===== config.mk =====
export PLATFORM = sky130hd
export DESIGN_NAME = ppc_port_top
export DESIGN_NICKNAME = d
export VERILOG_FILES = /design/src/pkg/ppc_pkg.sv /design/src/ppc_edge_detect.sv /design/src/ppc_port_top.sv
export VERILOG_INCLUDE_DIRS = /design/src /design/src/pkg
export SDC_FILE = /design/constraint.sdc
export NUM_CORES = 1
export LEC_CHECK = 0
export BUFFER_PORTS_ARGS = -buffer_cell sky130_fd_sc_hd__buf_2
export CAP_MARGIN = 20
export CORE_MARGIN = 3
export CORE_UTILIZATION = 58
export DETAILED_ROUTE_END_ITERATION = 8
export PLACE_DENSITY = 0.93
export SLEW_MARGIN = 30
export SYNTH_ARGS = -nofsm -noshare
export SYNTH_HDL_FRONTEND = slang
export SYNTH_HIERARCHICAL = 1
export SYNTH_SLANG_ARGS = --single-unit

===== constraint.sdc =====
create_clock -name clk_i -period 2.7 [get_ports clk_i]
set_input_delay 0.27 -clock clk_i [delete_from_list [all_inputs] [get_ports clk_i]]
set_output_delay 0.27 -clock clk_i [all_outputs]
set_load 0.01 [all_outputs]

===== src/pkg/ppc_cfg.svh =====
// Register map, field positions and reset values of the port configuration block
`ifndef PPC_CFG_SVH
`define PPC_CFG_SVH

// ----------------------------------------------------------------------------
// Register word indices (byte address bits 7:2)
// ----------------------------------------------------------------------------
`define PPC_OFS_PORT_CFG 6'h00
`define PPC_OFS_WIDE_DIR 6'h01
`define PPC_OFS_WIDE_OUT 6'h02
`define PPC_OFS_WIDE_IN 6'h03
`define PPC_OFS_ROUTE 6'h04
`define PPC_OFS_NARROW_MODE 6'h05
`define PPC_OFS_IRQ_EDGE 6'h06
`define PPC_OFS_NARROW_OUT 6'h07
`define PPC_OFS_NARROW_IN 6'h08
`define PPC_OFS_INT_STATUS 6'h09
`define PPC_OFS_INT_MASK 6'h0a
`define PPC_OFS_CLK_SRC 6'h0b

// ----------------------------------------------------------------------------
// Field positions
// ----------------------------------------------------------------------------
`define PPC_CFG_COMP_OUT 0
`define PPC_CFG_WIDE_STD 5
`define PPC_CFG_NARROW_STD 6
`define PPC_CFG_OSC_STD 7
`define PPC_RT_PUSH_PULL 0
`define PPC_RT_UNSPREAD 1
`define PPC_RT_DATA_CLK 2
`define PPC_RT_CHIP_CLK 3
`define PPC_RT_TIMER_OUT 4
`define PPC_NM_ANALOG 1
`define PPC_IE_LO 6
`define PPC_IE_HI 7
`define PPC_NO_LINE5 5
`define PPC_NO_LINE6 6
`define PPC_INT_INPUT1 0
`define PPC_INT_INPUT3 1
`define PPC_CS_RC 0
`define PPC_CS_TB 1

// ----------------------------------------------------------------------------
// Reset values
// ----------------------------------------------------------------------------
`define PPC_RST_PORT_CFG 8'he0
`define PPC_RST_ROUTE 8'h01
`define PPC_RST_CLK_RC 8'h01
`define PPC_RST_CLK_TB 8'h02
`define PPC_RST_ZERO 8'h00

`endif


===== src/pkg/ppc_pkg.sv =====
// Types shared by the port configuration block
package ppc_pkg;
  typedef enum logic [1:0] {PPC_EDGE_FALL, PPC_EDGE_RISE, PPC_EDGE_BOTH} ppc_edge_t;
endpackage


===== src/ppc_edge_detect.sv =====
// Selectable edge detector for one synchronous input line
`timescale 1ns/1ns
module ppc_edge_detect (
  input wire logic clk_i,
  input wire logic rst_i,
  input wire logic sample_i,
  input wire ppc_pkg::ppc_edge_t edge_sel_i,
  output logic pulse_o
);
  logic prev;
  logic primed;
  logic next_pulse;

  // First sample after reset only primes; avoids a false edge
  always_ff @(posedge clk_i) begin
    if (rst_i) begin
      prev <= 1'b0;
      primed <= 1'b0;
    end else begin
      prev <= sample_i;
      primed <= 1'b1;
    end
  end

  always_comb begin
    next_pulse = 1'b0;
    unique case (edge_sel_i)
      ppc_pkg::PPC_EDGE_FALL: next_pulse = primed & prev & ~sample_i;
      ppc_pkg::PPC_EDGE_RISE: next_pulse = primed & ~prev & sample_i;
      ppc_pkg::PPC_EDGE_BOTH: next_pulse = primed & (prev ^ sample_i);
    endcase
  end

  always_ff @(posedge clk_i) begin
    if (rst_i) begin
      pulse_o <= 1'b0;
    end else begin
      pulse_o <= next_pulse;
    end
  end
endmodule // ppc_edge_detect


===== src/ppc_port_top.sv =====
// Port configuration, pin muxing and modulator routing with a Wishbone slave
//
// Contract
// RULE1: There is an eight-line bidirectional port, lines zero to seven.
// RULE2: Each line of the eight-line port is set to input or output on its own.
// RULE3: All output lines of the eight-line port share one push-pull or open-drain choice.
// RULE4: With the modulator on and line 0 an output, software may put unspread data on line 0.
// RULE5: With the modulator on and line 7 an output, software may put the data bit clock on line 7.
// RULE6: The four-line port has inputs on lines 1 and 3 without latching and push-pull outputs on 5 and 6.
// RULE7: Mode bit 1 sends input line 1 to the comparator against line 3 instead of the digital path.
// RULE8: Edge bits 6 and 7 choose falling, rising or both edges for the line 1 interrupt.
// RULE9: Timer 1 takes its input from input line 1 and may drive output line 6.
// RULE10: With the modulator on, output line 5 carries spread data without software choice.
// RULE11: With the modulator on, software may put the chip clock on output line 6.
// RULE12: The port configuration register sits at location zero.
// RULE13: Configuration bit 0 set puts the comparator output on line 5, clear restores the normal function.
// RULE14: Configuration bits 5 and 6 choose standard or low-EMI mode of the wide and narrow port.
// RULE15: Configuration bit 7 chooses standard or low-noise oscillator drive.
// RULE16: A build option picks the cold-start clock source, and both sources stay usable later.
// RULE17: Spread data wins over the comparator output on line 5 when both are asked for.
`timescale 1ns/1ns
`include "ppc_cfg.svh"
module ppc_port_top #(
  parameter bit COLD_START_TIME_BASE = 1'b0
) (
  input wire logic clk_i,
  input wire logic rst_i,
  input wire logic wb_cyc_i,
  input wire logic wb_stb_i,
  input wire logic wb_we_i,
  input wire logic [7:0] wb_adr_i,
  input wire logic [3:0] wb_sel_i,
  input wire logic [31:0] wb_dat_i,
  output logic [31:0] wb_dat_o,
  output logic wb_ack_o,
  output logic irq_o,
  input wire logic [7:0] wide_port_i,
  output logic [7:0] wide_port_o,
  output logic [7:0] wide_port_oe_n_o,
  input wire logic narrow_port_input1_i,
  input wire logic narrow_port_input3_i,
  output logic narrow_port_output5_o,
  output logic narrow_port_output6_o,
  input wire logic comparator_out_i,
  output logic comparator_enable_o,
  input wire logic pn_enable_i,
  input wire logic pn_spread_data_i,
  input wire logic pn_unspread_data_i,
  input wire logic pn_data_clock_i,
  input wire logic pn_chip_clock_i,
  input wire logic timer1_out_i,
  output logic timer1_ext_input_o,
  output logic wide_port_low_emi_o,
  output logic narrow_port_low_emi_o,
  output logic osc_low_noise_o,
  output logic rc_osc_enable_o,
  output logic time_base_enable_o,
  output logic cold_start_time_base_o
);
  // --------------------------------------------------------------------------
  // Registers
  // --------------------------------------------------------------------------
  logic [7:0] port_configuration;
  logic [7:0] wide_dir;
  logic [7:0] wide_out;
  logic [7:0] route;
  logic [7:0] narrow_mode;
  logic [7:0] irq_edge;
  logic [7:0] narrow_out;
  logic [7:0] int_status;
  logic [7:0] int_mask;
  logic [7:0] clk_src;
  logic [5:0] reg_index;
  logic bus_req;
  logic wr_strobe;
  logic [7:0] wr_byte;
  logic [7:0] next_rd;
  logic input1_digital;
  logic input1_edge;
  logic input3_edge;
  logic [7:0] events;
  logic [7:0] next_wide_o;
  logic [7:0] next_wide_oe_n;
  logic next_out5;
  logic next_out6;
  ppc_pkg::ppc_edge_t input1_edge_sel;

  assign reg_index = wb_adr_i[7:2];
  assign bus_req = wb_cyc_i & wb_stb_i;
  // Write lands at the edge where the master sees ack
  assign wr_strobe = bus_req & wb_we_i & wb_ack_o & wb_sel_i[0];
  assign wr_byte = wb_dat_i[7:0];

  // --------------------------------------------------------------------------
  // Wishbone slave
  // --------------------------------------------------------------------------
  always_ff @(posedge clk_i) begin
    if (rst_i) begin
      wb_ack_o <= 1'b0;
    end else begin
      wb_ack_o <= bus_req & ~wb_ack_o;
    end
  end

  always_comb begin
    next_rd = 8'h00;
    unique case (reg_index)
      `PPC_OFS_PORT_CFG: next_rd = port_configuration;
      `PPC_OFS_WIDE_DIR: next_rd = wide_dir;
      `PPC_OFS_WIDE_OUT: next_rd = wide_out;
      `PPC_OFS_WIDE_IN: next_rd = wide_port_i;
      `PPC_OFS_ROUTE: next_rd = route;
      `PPC_OFS_NARROW_MODE: next_rd = narrow_mode;
      `PPC_OFS_IRQ_EDGE: next_rd = irq_edge;
      `PPC_OFS_NARROW_OUT: next_rd = narrow_out;
      `PPC_OFS_NARROW_IN: next_rd = {4'h0, narrow_port_input3_i, 1'b0, input1_digital, comparator_out_i};
      `PPC_OFS_INT_STATUS: next_rd = int_status;
      `PPC_OFS_INT_MASK: next_rd = int_mask;
      `PPC_OFS_CLK_SRC: next_rd = clk_src;
      default: next_rd = 8'h00;
    endcase
  end

  // Unmapped words answer with zero data and ignore writes
  always_ff @(posedge clk_i) begin
    if (rst_i) begin
      wb_dat_o <= 32'h0000_0000;
    end else if (bus_req & ~wb_ack_o) begin
      wb_dat_o <= {24'h00_0000, next_rd};
    end
  end

  // --------------------------------------------------------------------------
  // Configuration registers
  // --------------------------------------------------------------------------
  // RULE12: config at zero
  always_ff @(posedge clk_i) begin
    if (rst_i) begin
      port_configuration <= `PPC_RST_PORT_CFG;
    end else if (wr_strobe && reg_index == `PPC_OFS_PORT_CFG) begin
      port_configuration <= wr_byte;
    end
  end

  always_ff @(posedge clk_i) begin
    if (rst_i) begin
      wide_dir <= `PPC_RST_ZERO;
      wide_out <= `PPC_RST_ZERO;
      route <= `PPC_RST_ROUTE;
    end else if (wr_strobe) begin
      if (reg_index == `PPC_OFS_WIDE_DIR) begin
        wide_dir <= wr_byte;
      end
      if (reg_index == `PPC_OFS_WIDE_OUT) begin
        wide_out <= wr_byte;
      end
      if (reg_index == `PPC_OFS_ROUTE) begin
        route <= wr_byte;
      end
    end
  end

  always_ff @(posedge clk_i) begin
    if (rst_i) begin
      narrow_mode <= `PPC_RST_ZERO;
      irq_edge <= `PPC_RST_ZERO;
      narrow_out <= `PPC_RST_ZERO;
      int_mask <= `PPC_RST_ZERO;
    end else if (wr_strobe) begin
      if (reg_index == `PPC_OFS_NARROW_MODE) begin
        narrow_mode <= wr_byte;
      end
      if (reg_index == `PPC_OFS_IRQ_EDGE) begin
        irq_edge <= wr_byte;
      end
      if (reg_index == `PPC_OFS_NARROW_OUT) begin
        narrow_out <= wr_byte;
      end
      if (reg_index == `PPC_OFS_INT_MASK) begin
        int_mask <= wr_byte;
      end
    end
  end

  // RULE16: cold-start source
  always_ff @(posedge clk_i) begin
    if (rst_i) begin
      clk_src <= COLD_START_TIME_BASE ? `PPC_RST_CLK_TB : `PPC_RST_CLK_RC;
    end else if (wr_strobe && reg_index == `PPC_OFS_CLK_SRC) begin
      clk_src <= wr_byte;
    end
  end

  assign rc_osc_enable_o = clk_src[`PPC_CS_RC];
  assign time_base_enable_o = clk_src[`PPC_CS_TB];
  assign cold_start_time_base_o = COLD_START_TIME_BASE;
  // RULE14: low-EMI selects
  assign wide_port_low_emi_o = ~port_configuration[`PPC_CFG_WIDE_STD];
  assign narrow_port_low_emi_o = ~port_configuration[`PPC_CFG_NARROW_STD];
  // RULE15: oscillator drive
  assign osc_low_noise_o = ~port_configuration[`PPC_CFG_OSC_STD];

  // --------------------------------------------------------------------------
  // Narrow port inputs
  // --------------------------------------------------------------------------
  // RULE7: analog steals line 1
  assign comparator_enable_o = narrow_mode[`PPC_NM_ANALOG];
  assign input1_digital = narrow_port_input1_i & ~narrow_mode[`PPC_NM_ANALOG];

  // RULE9: timer input from line 1
  always_ff @(posedge clk_i) begin
    if (rst_i) begin
      timer1_ext_input_o <= 1'b0;
    end else begin
      timer1_ext_input_o <= input1_digital;
    end
  end

  // RULE8: edge choice
  always_comb begin
    input1_edge_sel = ppc_pkg::PPC_EDGE_FALL;
    unique case (irq_edge[`PPC_IE_HI:`PPC_IE_LO])
      2'b00: input1_edge_sel = ppc_pkg::PPC_EDGE_FALL;
      2'b01: input1_edge_sel = ppc_pkg::PPC_EDGE_RISE;
      default: input1_edge_sel = ppc_pkg::PPC_EDGE_BOTH;
    endcase
  end

  // In analog mode the comparator result is the interrupt source
  ppc_edge_detect u_input1_edge (
    .clk_i(clk_i),
    .rst_i(rst_i),
    .sample_i(narrow_mode[`PPC_NM_ANALOG] ? comparator_out_i : narrow_port_input1_i),
    .edge_sel_i(input1_edge_sel),
    .pulse_o(input1_edge)
  );

  ppc_edge_detect u_input3_edge (
    .clk_i(clk_i),
    .rst_i(rst_i),
    .sample_i(narrow_port_input3_i),
    .edge_sel_i(ppc_pkg::PPC_EDGE_FALL),
    .pulse_o(input3_edge)
  );

  // --------------------------------------------------------------------------
  // Interrupt status
  // --------------------------------------------------------------------------
  assign events = {6'h00, input3_edge, input1_edge};

  // Set beats a same-cycle write-one clear
  always_ff @(posedge clk_i) begin
    if (rst_i) begin
      int_status <= `PPC_RST_ZERO;
    end else if (wr_strobe && reg_index == `PPC_OFS_INT_STATUS) begin
      int_status <= (int_status & ~wr_byte) | events;
    end else begin
      int_status <= int_status | events;
    end
  end

  assign irq_o = |(int_status & int_mask);

  // --------------------------------------------------------------------------
  // Wide port drivers
  // --------------------------------------------------------------------------
  // RULE1: eight lines
  generate
    for (genvar i = 0; i < 8; i++) begin : g_wide
      logic line_data;
      always_comb begin
        line_data = wide_out[i];
        // RULE4: unspread data on line 0
        if (i == 0 && pn_enable_i && route[`PPC_RT_UNSPREAD]) begin
          line_data = pn_unspread_data_i;
        end
        // RULE5: data clock on line 7
        if (i == 7 && pn_enable_i && route[`PPC_RT_DATA_CLK]) begin
          line_data = pn_data_clock_i;
        end
      end
      assign next_wide_o[i] = line_data;
      // RULE2: per-line direction
      // RULE3: shared drive type
      assign next_wide_oe_n[i] = ~(wide_dir[i] & (route[`PPC_RT_PUSH_PULL] | ~line_data));
    end
  endgenerate

  always_ff @(posedge clk_i) begin
    if (rst_i) begin
      wide_port_o <= 8'h00;
      wide_port_oe_n_o <= 8'hff;
    end else begin
      wide_port_o <= next_wide_o;
      wide_port_oe_n_o <= next_wide_oe_n;
    end
  end

  // --------------------------------------------------------------------------
  // Narrow port outputs
  // --------------------------------------------------------------------------
  always_comb begin
    // RULE10: spread data forced
    // RULE17: spread over comparator
    if (pn_enable_i) begin
      next_out5 = pn_spread_data_i;
    // RULE13: comparator on line 5
    end else if (port_configuration[`PPC_CFG_COMP_OUT]) begin
      next_out5 = comparator_out_i;
    end else begin
      next_out5 = narrow_out[`PPC_NO_LINE5];
    end
  end

  always_comb begin
    // RULE11: chip clock on line 6
    if (pn_enable_i && route[`PPC_RT_CHIP_CLK]) begin
      next_out6 = pn_chip_clock_i;
    // RULE9: timer output on line 6
    end else if (route[`PPC_RT_TIMER_OUT]) begin
      next_out6 = timer1_out_i;
    end else begin
      next_out6 = narrow_out[`PPC_NO_LINE6];
    end
  end

  // RULE6: always-driven push-pull
  always_ff @(posedge clk_i) begin
    if (rst_i) begin
      narrow_port_output5_o <= 1'b0;
      narrow_port_output6_o <= 1'b0;
    end else begin
      narrow_port_output5_o <= next_out5;
      narrow_port_output6_o <= next_out6;
    end
  end

  // --------------------------------------------------------------------------
  // Checks
  // --------------------------------------------------------------------------
  bus_ack_single_a: assert property (@(posedge clk_i) disable iff (rst_i) // RULE12
    wb_ack_o |=> !wb_ack_o) else $error("ack held longer than one cycle");

  bus_ack_time_a: assert property (@(posedge clk_i) disable iff (rst_i) // RULE12
    (wb_cyc_i && wb_stb_i && !wb_ack_o) |=> wb_ack_o) else $error("ack late");

  spread_priority_a: assert property (@(posedge clk_i) disable iff (rst_i) // RULE17
    pn_enable_i |=> narrow_port_output5_o == $past(pn_spread_data_i)) else $error("line 5 not spread data");

  comp_line5_a: assert property (@(posedge clk_i) disable iff (rst_i) // RULE13
    (!pn_enable_i && port_configuration[0]) |=> narrow_port_output5_o == $past(comparator_out_i))
    else $error("line 5 not comparator");

  edge_irq_a: assert property (@(posedge clk_i) disable iff (rst_i) // RULE8
    (input1_edge && int_mask[0]) |=> irq_o) else $error("edge did not raise irq");

  open_drain_a: assert property (@(posedge clk_i) disable iff (rst_i) // RULE3
    !route[0] |=> (~wide_port_oe_n_o & wide_port_o) == 8'h00) else $error("open drain drove high");

  input_lines_a: assert property (@(posedge clk_i) disable iff (rst_i) // RULE2
    1'b1 |=> (wide_port_oe_n_o | $past(wide_dir)) == 8'hff) else $error("input line driven");

  analog_path_a: assert property (@(posedge clk_i) disable iff (rst_i) // RULE7
    narrow_mode[1] |=> !timer1_ext_input_o) else $error("digital path live in analog mode");

  unspread_line0_a: assert property (@(posedge clk_i) disable iff (rst_i) // RULE4
    (pn_enable_i && route[1]) |=> wide_port_o[0] == $past(pn_unspread_data_i)) else $error("line 0 not unspread");

  chip_line6_a: assert property (@(posedge clk_i) disable iff (rst_i) // RULE11
    (pn_enable_i && route[3]) |=> narrow_port_output6_o == $past(pn_chip_clock_i)) else $error("line 6 not chip clk");

  emi_select_a: assert property (@(posedge clk_i) disable iff (rst_i) // RULE14
    (wr_strobe && reg_index == 6'h00 && !wr_byte[5]) |=> wide_port_low_emi_o) else $error("low emi not set");
endmodule // ppc_port_top


Word level (Yosys, flattened, before mapping)
Index checks and enable logic that the tools add are counted.
- equality and inequality tests: 14
- muxes and demuxes: 12
- bitwise logic cells: 59
- reduce and logical (&&, ||, !) cells: 17
- operators by type and width (cell ; count):
    $pmux W8 S12 ; 1
    $eq A6 B3 Y1 const B ; 4
    $eq A6 B4 Y1 const B ; 4
    $not A1 Y1 ; 24
    $and A1 B1 Y1 ; 21
    $and A8 B8 Y8 ; 2
    $or A8 B2 Y8 ; 2
    $reduce_and A2 Y1 ; 7
    $eq A6 B2 Y1 const B ; 2
    $mux W1 ; 8
    $mux W8 ; 1
    $not A8 Y8 ; 1
    $or A1 B1 Y1 ; 8
    $reduce_or A8 Y1 ; 1
    $eq A6 B1 Y1 const B ; 1
    $logic_and A1 B1 Y1 ; 6
    $logic_not A6 Y1 ; 1
    $eq A2 B1 Y1 const B ; 2
    $logic_not A2 Y1 ; 2
    $pmux W2 S2 ; 1
    $pmux W1 S3 ; 1
    $eq A2 B2 Y1 const B ; 1
    $xor A1 B1 Y1 ; 1
- flip-flop bits (word level): 113
- output and inout port bits: 60
- word-level logic and storage cells: 124

Depth between registers and ports, before layout
- word-level depth: 6
- mapped depth: 7
- depth with buffers taken out: 6

Hierarchy
The synthesis kept the hierarchy.
- modules (own cells, without submodules) (module ; instances ; cells an instance ; area each (µm²)):
    ppc_port_top ; 1 ; 506 ; 5058.6
    ppc_edge_detect ; 2 ; 15 ; 133.9

Worst setup path before layout
OpenSTA, ideal clock, no wires.
- path type: flip-flop to flip-flop
- start point: register wb_ack_o
- end point: register clk_src[0]
- arrival: 1.462 ns
- required time: 2.580 ns
- setup slack: 1.118 ns
- stages on the path, launching flop included: 5
- buffers on the path: 1
- cells stage by stage: dfxtp_1 > and4_1 > buf_2 > nand4_2 > a211o_1
- word-level cells in the longest chain between the ends: 3
- ends and longest elaborated chain (element ; RTL line ; RTL):
    start, declared ; ppc_port_top.sv:35 ; output logic wb_ack_o,
    start signal, assigned ; ppc_port_top.sv:101 ; wb_ack_o <= bus_req & ~wb_ack_o;
    $and A1 B1 Y1 (2 in a row) ; ppc_port_top.sv:91 ; assign wr_strobe = bus_req & wb_we_i & wb_ack_o & wb_sel_i[0];
    $logic_and A1 B1 Y1 (no source line) ; - ;
    end signal, assigned ; ppc_port_top.sv:188 ; clk_src <= COLD_START_TIME_BASE ? `PPC_RST_CLK_TB : `PPC_RST_CLK_RC;
    end signal, assigned ; ppc_port_top.sv:190 ; clk_src <= wr_byte;
    end, declared ; ppc_port_top.sv:72 ; logic [7:0] clk_src;
No other way between the ends.
A chain may end at the register's enable or synchronous reset.

Final worst setup path
- start point: register wb_ack_o
- end point: register wide_dir[4]
- word-level cells in the longest chain between the ends: 3
- ends and longest elaborated chain (element ; RTL line ; RTL):
    $and A1 B1 Y1 (2 in a row) ; ppc_port_top.sv:91 ;
    $reduce_and A2 Y1 (no source line) ; - ;
    end signal, assigned ; ppc_port_top.sv:147 ; wide_dir <= `PPC_RST_ZERO;
    end signal, assigned ; ppc_port_top.sv:152 ; wide_dir <= wr_byte;
    end, declared ; ppc_port_top.sv:64 ; logic [7:0] wide_dir;
No other way between the ends.

==> impl_results.html <==
<table>
<tr><th>Metric</th><th>Value</th></tr>
<tr><th colspan="2">Run status</th></tr>
<tr><td>Outcome</td><td>finished clean</td></tr>
<tr><th colspan="2">Die</th></tr>
<tr><td>IO Count</td><td>126</td></tr>
<tr><td>Starting Density</td><td>0.605</td></tr>
<tr><td>Die Wd</td><td>102 um</td></tr>
<tr><td>Std cell rows</td><td>34</td></tr>
<tr><td>Height of the die</td><td>102 um</td></tr>
<tr><td>Placeable core area</td><td>0.00881 mm2</td></tr>
<tr><td>Die Footprint</td><td>0.0104 mm2</td></tr>
<tr><th colspan="2">Timing</th></tr>
<tr><td>Final-report max-slew violation count</td><td>0</td></tr>
<tr><td>Setup repair after global routing missed its margin</td><td>no</td></tr>
<tr><td>Minimum clock period</td><td>1.99 ns</td></tr>
<tr><td>Setup-violating endpoint count in the final report</td><td>0</td></tr>
<tr><td>Maximum clock skew at final layout</td><td>0.00517 ns</td></tr>
<tr><td>Worst hold margin</td><td>0.0389 ns</td></tr>
<tr><td>Maximum operating frequency</td><td>503 MHz</td></tr>
<tr><td>Setup TNS Final</td><td>0 ns</td></tr>
<tr><td>Number of failing hold endpoints at the final stage</td><td>0</td></tr>
<tr><td>Final worst-path cycle share</td><td>0.736</td></tr>
<tr><td>Rel. slew slack</td><td>0.390</td></tr>
<tr><td>Actual transition at the worst max-transition pin</td><td>0.892 ns</td></tr>
<tr><th colspan="2">Place</th></tr>
<tr><td>Placer's final routability congestion estimate</td><td>0.933</td></tr>
<tr><td>Number of buffer cells added on primary ports</td><td>71</td></tr>
<tr><td>Placed cell area</td><td>0.00564 mm2</td></tr>
<tr><td>Detailed placement HPWL</td><td>9.12 mm</td></tr>
<tr><th colspan="2">Finish</th></tr>
<tr><td>Layout filler cell count</td><td>639</td></tr>
<tr><td>Area occupied by registers</td><td>0.00228 mm2</td></tr>
<tr><td>Signed area change from the synthesized netlist to the final layout</td><td>16.4%</td></tr>
<tr><td>Area used by multi-input combinational logic</td><td>0.00271 mm2</td></tr>
<tr><td>Final instance area</td><td>0.00620 mm2</td></tr>
<tr><td>Layout cell share with drive strength beyond 1</td><td>0.236</td></tr>
<tr><td>Total number of nets in the final design</td><td>675</td></tr>
<tr><td>Finished Core Util</td><td>0.704</td></tr>
<tr><td>Inserted Diodes</td><td>0</td></tr>
<tr><th colspan="2">Drt</th></tr>
<tr><td>Remaining design rule violation count</td><td>0</td></tr>
<tr><td>Starting DRC count in detailed routing</td><td>497</td></tr>
<tr><td>Number of routed nets with antenna violations</td><td>0</td></tr>
<tr><td>Vias per inst</td><td>5.94</td></tr>
<tr><td>Number of search-and-repair iterations in the first detailed-routing pass</td><td>6</td></tr>
<tr><td>Average wire length per cell after detail routing</td><td>18.8 um</td></tr>
<tr><td>Post-detailed-routing wire length</td><td>13.7 mm</td></tr>
<tr><td>Vias after detailed routing</td><td>4313</td></tr>
<tr><th colspan="2">Worst hold path</th></tr>
<tr><td>Worst min path class</td><td>in -&gt; reg</td></tr>
<tr><td>Worst Hold Path Cells</td><td>3</td></tr>
<tr><th colspan="2">Synth</th></tr>
<tr><td>EDFF count, synth</td><td>0</td></tr>
<tr><td>Flip-flop and latch count after synthesis</td><td>114</td></tr>
<tr><td>Portion of the post-synthesis area used by sequential elements</td><td>0.428</td></tr>
<tr><td>Leading post-synthesis cells by instance count</td><td>sky130_fd_sc_hd__dfxtp_1 (114), sky130_fd_sc_hd__nor2_1 (86), sky130_fd_sc_hd__mux2i_1 (74), sky130_fd_sc_hd__nand2_1 (28), sky130_fd_sc_hd__buf_4 (27)</td></tr>
<tr><td>Top post-synthesis cells by area</td><td>sky130_fd_sc_hd__dfxtp_1 (43%), sky130_fd_sc_hd__mux2i_1 (14%), sky130_fd_sc_hd__nor2_1 (6.1%)</td></tr>
<tr><td>Cell taking the most area after synthesis</td><td>sky130_fd_sc_hd__dfxtp_1</td></tr>
<tr><td>Top flip-flop cell by instance count after synthesis</td><td>sky130_fd_sc_hd__dfxtp_1</td></tr>
<tr><td>Average cell area after synthesis</td><td>9.94 um2</td></tr>
<tr><td>FFs w/ async S/R, synth</td><td>0</td></tr>
<tr><td>Mapped Cells</td><td>536</td></tr>
<tr><td>Area share of the largest cell type after synthesis</td><td>0.428</td></tr>
<tr><td>Most numerous cell in the Yosys netlist</td><td>sky130_fd_sc_hd__dfxtp_1</td></tr>
<tr><td>Synth warn</td><td>6</td></tr>
<tr><td>Post-synth cell types</td><td>49</td></tr>
<tr><td>Cell area after synthesis</td><td>0.00533 mm2</td></tr>
<tr><th colspan="2">Job</th></tr>
<tr><td>Maximum capacitance violations</td><td>0</td></tr>
<tr><th colspan="2">Clock tree</th></tr>
<tr><td>CTS Root Buffer Type</td><td>sky130_fd_sc_hd__clkbuf_8</td></tr>
<tr><td>TritonCTS clock tree</td><td>built</td></tr>
<tr><td>Clock slew at reported path FFs</td><td>0.05 ns</td></tr>
<tr><td>Clock sink total</td><td>114</td></tr>
<tr><td>Number of buffers created by CTS</td><td>17</td></tr>
<tr><td>Insertion delay of the later-clocked pin in the worst-skew pair</td><td>0.53 ns</td></tr>
<tr><td>Max H-tree Level</td><td>4</td></tr>
<tr><td>Maximum buffer depth of the clock tree</td><td>2</td></tr>
<tr><td>Post-CTS Setup Bufs</td><td>0</td></tr>
<tr><th colspan="2">Worst setup path</th></tr>
<tr><td>Kind of cell adding the most delay to the critical path</td><td>simple AND/OR/NAND/NOR gates</td></tr>
<tr><td>Data required time of the worst path</td><td>3.09 ns</td></tr>
<tr><td>Crit Path Category</td><td>reg -&gt; reg</td></tr>
<tr><td>Slowest cell on the critical path</td><td>sky130_fd_sc_hd__and4_1</td></tr>
<tr><td>Critical Path Stages</td><td>4</td></tr>
<tr><td>R2R Setup Slk</td><td>0.71 ns</td></tr>
<tr><td>Buf+Inv Stages, Crit Path</td><td>0</td></tr>
<tr><td>Depth of the worst register-to-register path</td><td>4</td></tr>
<tr><td>Data arrival time at the worst-slack endpoint</td><td>2.37 ns</td></tr>
<tr><td>Crit path launch type</td><td>flop</td></tr>
<tr><td>Critical path cell sequence</td><td>and4_1 &gt; nand4_2 &gt; mux2i_1 &gt; nor2_1</td></tr>
<tr><td>CP max FO</td><td>9</td></tr>
<tr><td>Slowest cell delay on critical path</td><td>0.58 ns</td></tr>
<tr><td>Endpoint class of the critical path</td><td>flop</td></tr>
<tr><th colspan="2">GRT</th></tr>
<tr><td>Via count of the first global-routing pass</td><td>4186</td></tr>
<tr><td>Global router's overall resource usage</td><td>0.278</td></tr>
<tr><td>Initial antenna violation count</td><td>0</td></tr>
<tr><td>Pin count of the biggest net entering global routing</td><td>71</td></tr>
<tr><td>Sum of overflow across all layers after global routing</td><td>0</td></tr>
<tr><td>First-pass GRT wire length</td><td>21.5 mm</td></tr>
<tr><th colspan="2">Power</th></tr>
<tr><td>Max IR drop VDD</td><td>434 uV</td></tr>
<tr><td>Power density normalized to cell area</td><td>641 mW/mm2</td></tr>
<tr><td>Static Leak</td><td>3.01 nW</td></tr>
</table>
[kinds of logic after synthesis]
family | share of synthesized area
flops | 0.428
compound gates | 0.0857
other cells | 0.000704
simple gates | 0.184
fa+ha+maj | 0.00940
mux | 0.209
buf+inv | 0.0827
[registers in the layout, indices dropped and copies added, names as in the netlist, 8 cells and up]
name / flops
clk_src: 8
int_mask: 8
int_status: 8
irq_edge: 8
narrow_mode: 8
narrow_out: 8
port_configuration: 8
route: 8
wb_dat_o: 8
wide_dir: 8
wide_out: 8
wide_port_o: 8
wide_port_oe_n_o: 8
[layer usage]
layer  vias to the layer above  wire length [um]  GRT usage
met3                        45              1380     0.0956
met5                         -                 0          0
met4                         0               423      0.128
met1                      2042              5280      0.329
met2                       261              6580      0.456
li1                       1965                 -          -
[layout make-up]
class,count,share of cell area
repair buffers,84,0.0738
clock inverters,13,0.0182
clock buffers,19,0.0712
well taps,108,0.0218
inverters,17,0.0103
multi-input cells,371,0.437
flip-flops and latches,114,0.368
[metrics by stage]
stage / power, mW / worst slack, ns / cells
floorplan: 1.90 / 1.12 / 564
global placement: 1.93 / 0.672 / 693
detailed placement: 1.94 / 0.632 / 693
CTS: 3.98 / 0.763 / 726
global route: 4.09 / 0.618 / 726
finish: 3.97 / 0.714 / 726
[path summary, 6_finish.rpt]
check | start | to
worst max-delay path | wb_ack_o | wide_dir[4]
worst min-delay path | pn_spread_data_i | narrow_port_output5_o
worst max register to register | wb_ack_o | wide_dir[4]
worst min register to register | u_input3_edge/primed | u_input3_edge/pulse_o
[power by group]
part           internal, mW  leakage [nW]  switching, mW
Clock                  1.26         0.258          0.800
Sequential             1.69         0.920        0.00340
Combinational        0.0705          1.83          0.149
[timing repair]
item,in CTS,in global routing
hold buffers,1,0
gates resized for setup,0,0
endpoints found under the hold margin,1,0
[worst min-delay path: cells and delay by family]
family / cells / cell delay [ns]
and+or+nand+nor: 1 / 0.07
buffers and inverters: 1 / 0.09
AOI/OAI and AO/OA: 1 / 0.09
[cells in the final DEF (no fill, tap or decap), types with 3 or more instances in the layout]
master                       netlist  routed
sky130_fd_sc_hd__nand2b_1         14      14
sky130_fd_sc_hd__clkbuf_16         0      16
sky130_fd_sc_hd__buf_2            10      70
sky130_fd_sc_hd__and2_1            4       4
sky130_fd_sc_hd__mux4_2           13      13
sky130_fd_sc_hd__clkinv_2          0       4
sky130_fd_sc_hd__mux2i_1          74      74
sky130_fd_sc_hd__nor2_1           86      86
sky130_fd_sc_hd__nand2_1          28      28
sky130_fd_sc_hd__conb_1            1      29
sky130_fd_sc_hd__a22oi_1           9       9
sky130_fd_sc_hd__ha_1              4       4
sky130_fd_sc_hd__nor2b_1          13      13
sky130_fd_sc_hd__and4_1            3       3
sky130_fd_sc_hd__clkinvlp_4        0       6
sky130_fd_sc_hd__buf_4            27      13
sky130_fd_sc_hd__nand3b_1         10      10
sky130_fd_sc_hd__mux2_2            7       7
sky130_fd_sc_hd__a41oi_1           3       3
sky130_fd_sc_hd__nand4_4           3       3
sky130_fd_sc_hd__clkbuf_8          0       3
sky130_fd_sc_hd__inv_1            17      17
sky130_fd_sc_hd__nand4_2           5       5
sky130_fd_sc_hd__dfxtp_1         114     114
sky130_fd_sc_hd__o211ai_1          4       4
sky130_fd_sc_hd__a21o_1            4       4
sky130_fd_sc_hd__a311oi_1          4       4
sky130_fd_sc_hd__a211o_1           5       5
sky130_fd_sc_hd__o21ai_0           5       5
sky130_fd_sc_hd__a21oi_1          15      15
No activity file was read; power rests on OpenSTA's default activity.
